==> src/verilog/astrf_regs.vh <==
// register map, field positions and reset values of the serial front
`ifndef ASTRF_REGS_VH
`define ASTRF_REGS_VH
// ----------------------------------------
// register byte offsets
// ----------------------------------------
`define ASTRF_OFF_TX_CTRL 8'h00
`define ASTRF_OFF_RX_CTRL 8'h04
`define ASTRF_OFF_BAUD_CTRL 8'h08
`define ASTRF_OFF_DIV_LO 8'h0C
`define ASTRF_OFF_DIV_HI 8'h10
`define ASTRF_OFF_TX_BUF 8'h14
`define ASTRF_OFF_RX_DATA 8'h18
`define ASTRF_OFF_INT_CTRL 8'h1C
// ----------------------------------------
// transmit_status_control fields
// ----------------------------------------
`define ASTRF_TX_CLK_SRC 7
`define ASTRF_TX_NINE 6
`define ASTRF_TX_EN 5
`define ASTRF_TX_SYNC 4
`define ASTRF_TX_BREAK 3
`define ASTRF_TX_HISPEED 2
`define ASTRF_TX_SR_EMPTY 1
`define ASTRF_TX_NINTH 0
// ----------------------------------------
// receive_status_control fields
// ----------------------------------------
`define ASTRF_RX_PORT_EN 7
`define ASTRF_RX_NINE 6
`define ASTRF_RX_SINGLE 5
`define ASTRF_RX_CONT_EN 4
`define ASTRF_RX_ADDR_DET 3
`define ASTRF_RX_FRAME_ERR 2
`define ASTRF_RX_OVERRUN 1
`define ASTRF_RX_NINTH 0
// ----------------------------------------
// baud_control and interrupt control fields
// ----------------------------------------
`define ASTRF_BAUD_RX_IDLE 6
`define ASTRF_BAUD_WIDE 3
`define ASTRF_INT_TX_EN 0
`define ASTRF_INT_RX_EN 1
`define ASTRF_INT_PERIPH_EN 2
`define ASTRF_INT_GLOBAL_EN 3
`define ASTRF_INT_TX_FLAG 4
`define ASTRF_INT_RX_FLAG 5
// ----------------------------------------
// reset values and timing counts
// ----------------------------------------
`define ASTRF_RST_BYTE 8'h00
`define ASTRF_RST_DIV 16'h0000
`define ASTRF_OS_LAST 4'hF
`define ASTRF_OS_SMP_A 4'h7
`define ASTRF_OS_SMP_B 4'h8
`define ASTRF_OS_DECIDE 4'h9
`define ASTRF_BITS_8 4'hA
`define ASTRF_BITS_9 4'hB
`define ASTRF_RESP_OKAY 2'b00
`define ASTRF_RESP_SLVERR 2'b10
`endif

==> src/verilog/astrf_uart.v <==
// asynchronous serial transmit and receive front with an AXI4-Lite register slave
`timescale 1ns/100ps
`default_nettype none
`include "astrf_regs.vh"
module astrf_uart (
    // clock and reset
    input wire clk,
    input wire nrst,
    // axi4-lite write address and data
    input wire [7:0] s_axi_awaddr,
    input wire s_axi_awvalid,
    output wire s_axi_awready,
    input wire [31:0] s_axi_wdata,
    input wire [3:0] s_axi_wstrb,
    input wire s_axi_wvalid,
    output wire s_axi_wready,
    // axi4-lite write response
    output reg [1:0] s_axi_bresp,
    output reg s_axi_bvalid,
    input wire s_axi_bready,
    // axi4-lite read
    input wire [7:0] s_axi_araddr,
    input wire s_axi_arvalid,
    output wire s_axi_arready,
    output reg [31:0] s_axi_rdata,
    output reg [1:0] s_axi_rresp,
    output reg s_axi_rvalid,
    input wire s_axi_rready,
    // serial pins
    input wire receive_pin,
    output wire transmit_pin_out,
    output wire transmit_pin_oe,
    // interrupt request
    output wire serial_irq
);
    // ----------------------------------------
    // declarations
    // ----------------------------------------
    localparam RX_IDLE = 2'd0;
    localparam RX_START = 2'd1;
    localparam RX_DATA = 2'd2;
    localparam RX_STOP = 2'd3;

    reg [7:0] tx_ctrl_reg;
    reg [7:0] rx_ctrl_reg;
    reg [7:0] baud_ctrl_reg;
    reg [7:0] div_lo_reg;
    reg [7:0] div_hi_reg;
    reg [3:0] int_en_reg;
    reg aw_held_reg;
    reg [7:0] aw_addr_reg;
    reg w_held_reg;
    reg [7:0] w_data_reg;
    reg w_lane0_reg;
    reg [8:0] txbuf_reg;
    reg txbuf_full_reg;
    reg [10:0] tsr_reg;
    reg tsr_busy_reg;
    reg [3:0] tx_bits_reg;
    reg [3:0] tx_cnt_reg;
    reg rx_sync1_reg;
    reg rx_sync2_reg;
    reg [1:0] rx_state_reg;
    reg [3:0] rx_cnt_reg;
    reg [1:0] rx_smp_reg;
    reg [8:0] rx_shift_reg;
    reg [3:0] rx_nbit_reg;
    reg oerr_reg;
    reg [9:0] fifo_mem [0:1];
    reg fifo_wp_reg;
    reg fifo_rp_reg;
    reg [1:0] fifo_cnt_reg;
    reg [31:0] rd_mux;
    wire tick16;

    // ----------------------------------------
    // helper functions
    // ----------------------------------------
    function map_ok;
        input [7:0] addr;
        begin
            map_ok = (addr[1:0] == 2'b00) && (addr <= `ASTRF_OFF_INT_CTRL);
        end
    endfunction

    function maj3;
        input a;
        input b;
        input c;
        begin
            maj3 = (a & b) | (a & c) | (b & c);
        end
    endfunction

    // ----------------------------------------
    // mode decode
    // ----------------------------------------
    wire port_on = rx_ctrl_reg[`ASTRF_RX_PORT_EN];
    wire async_on = port_on & ~tx_ctrl_reg[`ASTRF_TX_SYNC];
    wire tx_on = async_on & tx_ctrl_reg[`ASTRF_TX_EN];
    wire rx_on = async_on & rx_ctrl_reg[`ASTRF_RX_CONT_EN];
    wire rx_run = rx_on & ~oerr_reg;
    wire tx_flag = tx_on & ~txbuf_full_reg;
    wire rx_flag = (fifo_cnt_reg != 2'd0);
    wire sr_empty = ~tsr_busy_reg;
    wire [9:0] fifo_top = fifo_mem[fifo_rp_reg];
    wire rx_bit = maj3(rx_smp_reg[0], rx_smp_reg[1], rx_sync2_reg);
    wire [8:0] rx_char = rx_ctrl_reg[`ASTRF_RX_NINE] ? rx_shift_reg :
                                                      {1'b0, rx_shift_reg[8:1]};

    // interrupt gated by local, peripheral and global enables
    assign serial_irq = int_en_reg[`ASTRF_INT_GLOBAL_EN] & int_en_reg[`ASTRF_INT_PERIPH_EN] &
                        ((int_en_reg[`ASTRF_INT_TX_EN] & tx_flag) |
                         (int_en_reg[`ASTRF_INT_RX_EN] & rx_flag));

    // ----------------------------------------
    // bus slave
    // ----------------------------------------
    assign s_axi_awready = ~aw_held_reg & ~s_axi_bvalid;
    assign s_axi_wready = ~w_held_reg & ~s_axi_bvalid;
    assign s_axi_arready = ~s_axi_rvalid;
    wire wr_fire = aw_held_reg & w_held_reg & ~s_axi_bvalid;
    wire wr_en = wr_fire & w_lane0_reg & map_ok(aw_addr_reg);
    wire rd_fire = s_axi_arvalid & ~s_axi_rvalid;
    wire pop = rd_fire & (s_axi_araddr == `ASTRF_OFF_RX_DATA) & rx_flag;
    wire txbuf_wr = wr_en & (aw_addr_reg == `ASTRF_OFF_TX_BUF) & tx_on;

    // read data selection
    always @* begin
        rd_mux = 32'h00000000;
        case (s_axi_araddr)
            `ASTRF_OFF_TX_CTRL: begin
                rd_mux[7:0] = {tx_ctrl_reg[7:2], sr_empty, tx_ctrl_reg[0]};
            end
            `ASTRF_OFF_RX_CTRL: begin
                rd_mux[7:0] = {rx_ctrl_reg[7:3], rx_flag & fifo_top[9], oerr_reg,
                               rx_flag & fifo_top[8]};
            end
            `ASTRF_OFF_BAUD_CTRL: begin
                rd_mux[7:0] = baud_ctrl_reg;
                rd_mux[`ASTRF_BAUD_RX_IDLE] = (rx_state_reg == RX_IDLE);
            end
            `ASTRF_OFF_DIV_LO: begin
                rd_mux[7:0] = div_lo_reg;
            end
            `ASTRF_OFF_DIV_HI: begin
                rd_mux[7:0] = div_hi_reg;
            end
            `ASTRF_OFF_RX_DATA: begin
                rd_mux[7:0] = fifo_top[7:0];
            end
            `ASTRF_OFF_INT_CTRL: begin
                rd_mux[5:0] = {rx_flag, tx_flag, int_en_reg};
            end
            default: begin
                rd_mux = 32'h00000000;
            end
        endcase
    end

    // channel capture and responses
    always @(posedge clk) begin
        if (!nrst) begin
            aw_held_reg <= 1'b0;
            aw_addr_reg <= 8'h00;
            w_held_reg <= 1'b0;
            w_data_reg <= 8'h00;
            w_lane0_reg <= 1'b0;
            s_axi_bvalid <= 1'b0;
            s_axi_bresp <= `ASTRF_RESP_OKAY;
            s_axi_rvalid <= 1'b0;
            s_axi_rresp <= `ASTRF_RESP_OKAY;
            s_axi_rdata <= 32'h00000000;
        end else begin
            if (s_axi_awvalid && s_axi_awready) begin
                aw_held_reg <= 1'b1;
                aw_addr_reg <= s_axi_awaddr;
            end
            if (s_axi_wvalid && s_axi_wready) begin
                w_held_reg <= 1'b1;
                w_data_reg <= s_axi_wdata[7:0];
                w_lane0_reg <= s_axi_wstrb[0];
            end
            if (wr_fire) begin
                aw_held_reg <= 1'b0;
                w_held_reg <= 1'b0;
                s_axi_bvalid <= 1'b1;
                s_axi_bresp <= map_ok(aw_addr_reg) ? `ASTRF_RESP_OKAY : `ASTRF_RESP_SLVERR;
            end else if (s_axi_bready) begin
                s_axi_bvalid <= 1'b0;
            end
            if (rd_fire) begin
                s_axi_rvalid <= 1'b1;
                s_axi_rdata <= rd_mux;
                s_axi_rresp <= map_ok(s_axi_araddr) ? `ASTRF_RESP_OKAY : `ASTRF_RESP_SLVERR;
            end else if (s_axi_rready) begin
                s_axi_rvalid <= 1'b0;
            end
        end
    end

    // software-written control registers
    always @(posedge clk) begin
        if (!nrst) begin
            tx_ctrl_reg <= `ASTRF_RST_BYTE;
            rx_ctrl_reg <= `ASTRF_RST_BYTE;
            baud_ctrl_reg <= `ASTRF_RST_BYTE;
            div_lo_reg <= `ASTRF_RST_BYTE;
            div_hi_reg <= `ASTRF_RST_BYTE;
            int_en_reg <= 4'h0;
        end else if (wr_en) begin
            case (aw_addr_reg)
                `ASTRF_OFF_TX_CTRL: tx_ctrl_reg <= w_data_reg;
                `ASTRF_OFF_RX_CTRL: rx_ctrl_reg <= w_data_reg;
                `ASTRF_OFF_BAUD_CTRL: baud_ctrl_reg <= w_data_reg;
                `ASTRF_OFF_DIV_LO: div_lo_reg <= w_data_reg;
                `ASTRF_OFF_DIV_HI: div_hi_reg <= w_data_reg;
                `ASTRF_OFF_INT_CTRL: int_en_reg <= w_data_reg[3:0];
                default: int_en_reg <= int_en_reg;
            endcase
        end
    end

    // ----------------------------------------
    // baud generator
    // ----------------------------------------
    astrf_baud_gen u_baud (
        .clk(clk),
        .nrst(nrst),
        .enable(port_on),
        .wide(baud_ctrl_reg[`ASTRF_BAUD_WIDE]),
        .divisor({div_hi_reg, div_lo_reg}),
        .tick16(tick16)
    );

    // ----------------------------------------
    // transmitter
    // ----------------------------------------
    assign transmit_pin_out = tsr_reg[0];
    assign transmit_pin_oe = port_on;

    // transmit buffer and shift register
    always @(posedge clk) begin
        if (!nrst || !tx_on) begin
            txbuf_reg <= 9'h000;
            txbuf_full_reg <= 1'b0;
            tsr_reg <= 11'h7FF;
            tsr_busy_reg <= 1'b0;
            tx_bits_reg <= 4'h0;
            tx_cnt_reg <= 4'h0;
        end else begin
            if (txbuf_wr) begin
                // ninth bit latched from control alongside the byte
                txbuf_reg <= {tx_ctrl_reg[`ASTRF_TX_NINTH], w_data_reg};
                txbuf_full_reg <= 1'b1;
            end
            if (!tsr_busy_reg && txbuf_full_reg) begin
                if (!txbuf_wr) begin
                    txbuf_full_reg <= 1'b0;
                end
                tsr_busy_reg <= 1'b1;
                tx_cnt_reg <= 4'h0;
                if (tx_ctrl_reg[`ASTRF_TX_NINE]) begin
                    tsr_reg <= {1'b1, txbuf_reg, 1'b0};
                    tx_bits_reg <= `ASTRF_BITS_9;
                end else begin
                    tsr_reg <= {2'b11, txbuf_reg[7:0], 1'b0};
                    tx_bits_reg <= `ASTRF_BITS_8;
                end
            end else if (tsr_busy_reg && tick16) begin
                tx_cnt_reg <= tx_cnt_reg + 4'h1;
                if (tx_cnt_reg == `ASTRF_OS_LAST) begin
                    tsr_reg <= {1'b1, tsr_reg[10:1]};
                    tx_bits_reg <= tx_bits_reg - 4'h1;
                    if (tx_bits_reg == 4'h1) begin
                        tsr_busy_reg <= 1'b0;
                    end
                end
            end
        end
    end

    // ----------------------------------------
    // receiver
    // ----------------------------------------
    wire rx_keep = ~(rx_ctrl_reg[`ASTRF_RX_ADDR_DET] & rx_ctrl_reg[`ASTRF_RX_NINE] &
                     ~rx_char[8]);
    wire rx_done = rx_run & tick16 & (rx_state_reg == RX_STOP) &
                   (rx_cnt_reg == `ASTRF_OS_DECIDE);
    wire push = rx_done & rx_keep & (fifo_cnt_reg != 2'd2);

    // pin synchroniser
    always @(posedge clk) begin
        if (!nrst) begin
            rx_sync1_reg <= 1'b1;
            rx_sync2_reg <= 1'b1;
        end else begin
            rx_sync1_reg <= receive_pin;
            rx_sync2_reg <= rx_sync1_reg;
        end
    end

    // data recovery at sixteen samples per bit
    always @(posedge clk) begin
        if (!nrst || !rx_run) begin
            rx_state_reg <= RX_IDLE;
            rx_cnt_reg <= 4'h0;
            rx_smp_reg <= 2'b11;
            rx_shift_reg <= 9'h000;
            rx_nbit_reg <= 4'h0;
        end else if (tick16) begin
            rx_cnt_reg <= rx_cnt_reg + 4'h1;
            if (rx_cnt_reg == `ASTRF_OS_SMP_A) begin
                rx_smp_reg[0] <= rx_sync2_reg;
            end
            if (rx_cnt_reg == `ASTRF_OS_SMP_B) begin
                rx_smp_reg[1] <= rx_sync2_reg;
            end
            case (rx_state_reg)
                RX_IDLE: begin
                    rx_cnt_reg <= 4'h0;
                    if (!rx_sync2_reg) begin
                        rx_state_reg <= RX_START;
                    end
                end
                RX_START: begin
                    if (rx_cnt_reg == `ASTRF_OS_DECIDE && rx_bit) begin
                        rx_state_reg <= RX_IDLE;
                    end else if (rx_cnt_reg == `ASTRF_OS_LAST) begin
                        rx_state_reg <= RX_DATA;
                        rx_nbit_reg <= 4'hF; // counts from -1
                    end
                end
                RX_DATA: begin
                    if (rx_cnt_reg == `ASTRF_OS_DECIDE) begin
                        rx_shift_reg <= {rx_bit, rx_shift_reg[8:1]};
                    end
                    if (rx_cnt_reg == `ASTRF_OS_LAST) begin
                        rx_nbit_reg <= rx_nbit_reg + 4'h1;
                        if (rx_nbit_reg == {3'b011, rx_ctrl_reg[`ASTRF_RX_NINE]}) begin
                            rx_state_reg <= RX_STOP;
                        end
                    end
                end
                RX_STOP: begin
                    if (rx_cnt_reg == `ASTRF_OS_DECIDE) begin
                        rx_state_reg <= RX_IDLE;
                    end
                end
                default: begin
                    rx_state_reg <= RX_IDLE;
                end
            endcase
        end
    end

    // two-entry receive buffer with overrun capture
    always @(posedge clk) begin
        if (!nrst || !port_on) begin
            fifo_wp_reg <= 1'b0;
            fifo_rp_reg <= 1'b0;
            fifo_cnt_reg <= 2'd0;
            fifo_mem[0] <= 10'h000;
            fifo_mem[1] <= 10'h000;
            oerr_reg <= 1'b0;
        end else begin
            if (push) begin
                fifo_mem[fifo_wp_reg] <= {~rx_bit, rx_char};
                fifo_wp_reg <= ~fifo_wp_reg;
            end
            if (pop) begin
                fifo_rp_reg <= ~fifo_rp_reg;
            end
            if (push && !pop) begin
                fifo_cnt_reg <= fifo_cnt_reg + 2'd1;
            end else if (pop && !push) begin
                fifo_cnt_reg <= fifo_cnt_reg - 2'd1;
            end
            if (!rx_on) begin
                oerr_reg <= 1'b0;
            end else if (rx_done && rx_keep && fifo_cnt_reg == 2'd2) begin
                oerr_reg <= 1'b1;
            end
        end
    end
endmodule
`default_nettype wire

==> src/verilog/astrf_baud_gen.v <==
// baud divider producing the sixteen-times oversample enable pulse
`timescale 1ns/100ps
`default_nettype none
module astrf_baud_gen (
    // clock and reset
    input wire clk,
    input wire nrst,
    // control
    input wire enable,
    input wire wide,
    input wire [15:0] divisor,
    // oversample enable
    output reg tick16
);
    reg [15:0] cnt_reg;
    wire [15:0] reload = wide ? divisor : {8'h00, divisor[7:0]};

    // count down, one pulse per reload+1 clocks (divisor low byte only unless wide)
    always @(posedge clk) begin
        if (!nrst || !enable) begin
            cnt_reg <= 16'h0000;
            tick16 <= 1'b0;
        end else if (cnt_reg == 16'h0000) begin
            cnt_reg <= reload;
            tick16 <= 1'b1;
        end else begin
            cnt_reg <= cnt_reg - 16'h0001;
            tick16 <= 1'b0;
        end
    end
endmodule
`default_nettype wire

==> config.mk <==
export PLATFORM = sky130hd
export DESIGN_NAME = astrf_uart
export DESIGN_NICKNAME = d
export VERILOG_FILES = /design/src/verilog/astrf_uart.v /design/src/verilog/astrf_baud_gen.v
export VERILOG_INCLUDE_DIRS = /design/src /design/src/verilog
export SDC_FILE = /design/constraint.sdc
export NUM_CORES = 1
export LEC_CHECK = 0
export CORE_MARGIN = 2
export CORE_UTILIZATION = 32
export CTS_CLUSTER_SIZE = 16
export DETAILED_ROUTE_END_ITERATION = 10
export DONT_BUFFER_PORTS = 1
export PLACE_DENSITY = 0.51
export SYNTH_ARGS = -nofsm -noshare
export SYNTH_HDL_FRONTEND = slang
export SYNTH_SLANG_ARGS = --single-unit
==> constraint.sdc <==
create_clock -name clk -period 5.7 [get_ports clk]
set_input_delay 1.71 -clock clk [delete_from_list [all_inputs] [get_ports clk]]
set_output_delay 1.71 -clock clk [all_outputs]
set_load 0.02 [all_outputs]
==> results.txt <==
Root Buffer Master -> clkbuf_16
Cells after DPL -> 1139
Clk Latency, worst-skew pair -> 0.43 ns
first-pass GRT wire length -> 28900 µm
Leakage -> 2.98 nW
DR DRC count -> 0
Slew Limit Fails -> 0
CP Launch Point -> rx_ctrl_reg[7]
DR vias -> 5798
CTS hold repair buffers -> 0
initial DRC count -> 474
layout cells sized above 1 -> 7.39%
wire length per cell -> 15.7 µm
row count -> 56
VDD IR max -> 0.172 mV
Non-Filler Instances -> 1171
core area -> 23500 µm²
Seq cells post-synth -> 165
routed wire length -> 18400 µm
worst slew pin tran -> 1.08 ns
Crit Path Class -> flip-flop to output port
post-CTS sizing -> 0
max-cap viol count -> 0
vias in the first global route -> 5220
Post-Syn Instances -> 864
worst hold path startpoint -> rx_sync1_reg
post-synthesis sequential area ratio -> 45.9%
WHS -> 0.407 ns
I/O Pins -> 104
Top FF cell, synth -> dfxtp_1
Routed Antenna Nets -> 0
CP Data Arrival Time -> 2.23 ns
CTS H-tree depth -> 4
yosys warns -> 0
Final Util -> 35.7%
fmax -> 254 MHz
startpoint types -> flip-flop
global placer's final weighted congestion -> 0.825
Starting Density -> 32.5%
HPWL Detailed -> 12900 µm
Final Cell Area -> 8390 µm²
RSZ-0062 raised after global routing -> no
largest net degree at the start of global routing -> 66
ratio of final minimum period to clock period -> 69.2%
Async S/R FF share, synth -> 0%
Final setup violation count -> 0
pwr dens -> 293 nW/µm²
post-route setup slack -> 1.76 ns
Die Footprint -> 25100 µm²
outcome -> finished, final reports clean
grt ovf -> 0
DP Area -> 7780 µm²
GRT Total Usage -> 15.0%
Post-synth EDFFs -> 20
fill count -> 2425
CTS tree -> done
antenna violations before repair -> 0
Final nets -> 909
Syn-to-layout area delta -> 9.81%
Clock Sinks -> 165
count of different cell masters after synthesis -> 65
endpoints failing hold -> 0
Netlist Area Pre-Place -> 7640 µm²
HP Class -> flip-flop to flip-flop
Num CTS Buffers -> 17
Setup Buffers After CTS -> 0
I/O Buffers -> 0
crit end category -> output port
ant diodes -> 0
Tot Pwr -> 2.46 mW
Die H -> 159 µm
reg2reg start -> rx_ctrl_reg[7]
Largest register FFs -> 20
vias per cell -> 4.95
Slew HR -> 27.7%
Period minus WS final -> 3.94 ns
DRT Pass-1 Iters -> 5
crit-path max FO -> 7
chip width -> 159 µm
Worst Clk Skew -> 0.00635 ns
CTS clk-pin slew, worst paths -> 0.07 ns
Critical Path RT -> 3.99 ns
Avg Cell Area, Syn -> 8.84 µm²
post-place setup slack -> 1.93 ns
Setup TNS -> 0 ns
clock tree buffer depth -> 2
-- worst paths after layout --
path / to / slack, ns / cells after the start
setup / recovery: serial_irq / 1.76 / 4
hold / removal: rx_sync2_reg / 0.41 / 1
setup reg to reg: fifo_mem[1][4] / 2.66 / 6
hold reg to reg: rx_sync2_reg / 0.41 / 1
-- power breakdown --
part	leakage (nW)	total, mW	internal [mW]	switching, mW
combinational	1.27	0.0737	0.0221	0.0516
clock	0.295	1.19	0.682	0.504
sequential	1.42	1.20	1.19	0.0170
-- cell families (layout without fill, tap and decap cells) --
logic type | count (synthesis) | in the layout | share of synthesized area [%]
AO/OA/AOI/OAI | 155 | 155 | 12.4
XOR/XNOR | 16 | 16 | 1.83
adder cells (fa/ha/maj) | 11 | 11 | 1.77
buffers and inverters | 94 | 57 | 6.17
flip-flops | 165 | 165 | 45.9
multiplexers | 71 | 71 | 9.83
other | 1 | 26 | 0.0491
AND/OR/NAND/NOR | 351 | 351 | 22.1
-- cells in the final DEF, fill, tap and decap left out, types with 4 or more instances in the layout --
master	n
or4_1	6
nor2b_1	8
and2_1	5
a221oi_1	4
or2_2	5
nor2_1	113
a31o_2	4
or3_1	6
nor3_1	12
nor4_1	5
ha_1	10
dfxtp_1	145
nand2b_1	9
and3_1	10
nand3_1	42
xnor2_1	5
a211oi_1	14
o21ai_0	59
conb_1	26
buf_4	6
nand4_1	7
xor2_1	11
clkbuf_16	18
a21oi_1	39
clkinv_4	4
mux2i_1	66
edfxtp_1	20
inv_1	18
a311oi_1	8
inv_6	4
nand2_1	103
-- synth_stat cells (6+ instances only) --
master / number / area [µm²]
a211oi_1: 14 / 105
a21oi_1: 39 / 195
a311oi_1: 8 / 70.1
and3_1: 10 / 62.6
buf_4: 26 / 195
clkbuf_1: 38 / 143
dfxtp_1: 145 / 2900
edfxtp_1: 20 / 601
ha_1: 10 / 125
inv_1: 18 / 67.6
mux2i_1: 66 / 661
nand2_1: 103 / 387
nand2b_1: 9 / 56.3
nand3_1: 42 / 210
nand4_1: 7 / 43.8
nor2_1: 113 / 424
nor2b_1: 8 / 50.1
nor3_1: 12 / 60.1
o21ai_0: 59 / 295
or3_1: 6 / 37.5
or4_1: 6 / 45.0
xor2_1: 11 / 96.3
-- worst max-delay path, cell delays in order, from the launching register on --
cell and delay (ns):
dfxtp_1 0.66, nand3b_1 0.32, nor2_1 0.30, nand2_1 0.09
a21oi_1 0.44
-- routing by layer --
layer | vias to the layer above | global-route usage [%] | part of all wire, %
li1 | 2927 | - | -
met3 | 17 | 3.76 | 4.9
met2 | 131 | 23.4 | 46
met5 | - | 0 | 0
met4 | 0 | 4.80 | 1.5
met1 | 2723 | 20.4 | 48
-- final cells by class --
| class | instances | area, µm² | share of cell area [%] |
|---|---|---|---|
| multi-input cells | 630 | 3760 | 44.8 |
| inverters | 19 | 71.3 | 0.850 |
| clock inverters | 14 | 161 | 1.92 |
| repair buffers | 6 | 45.0 | 0.537 |
| clock buffers | 18 | 450 | 5.37 |
| flip-flops and latches | 165 | 3500 | 41.8 |
| well taps | 319 | 399 | 4.76 |
Note: power is estimated with default switching activity, not from simulation.
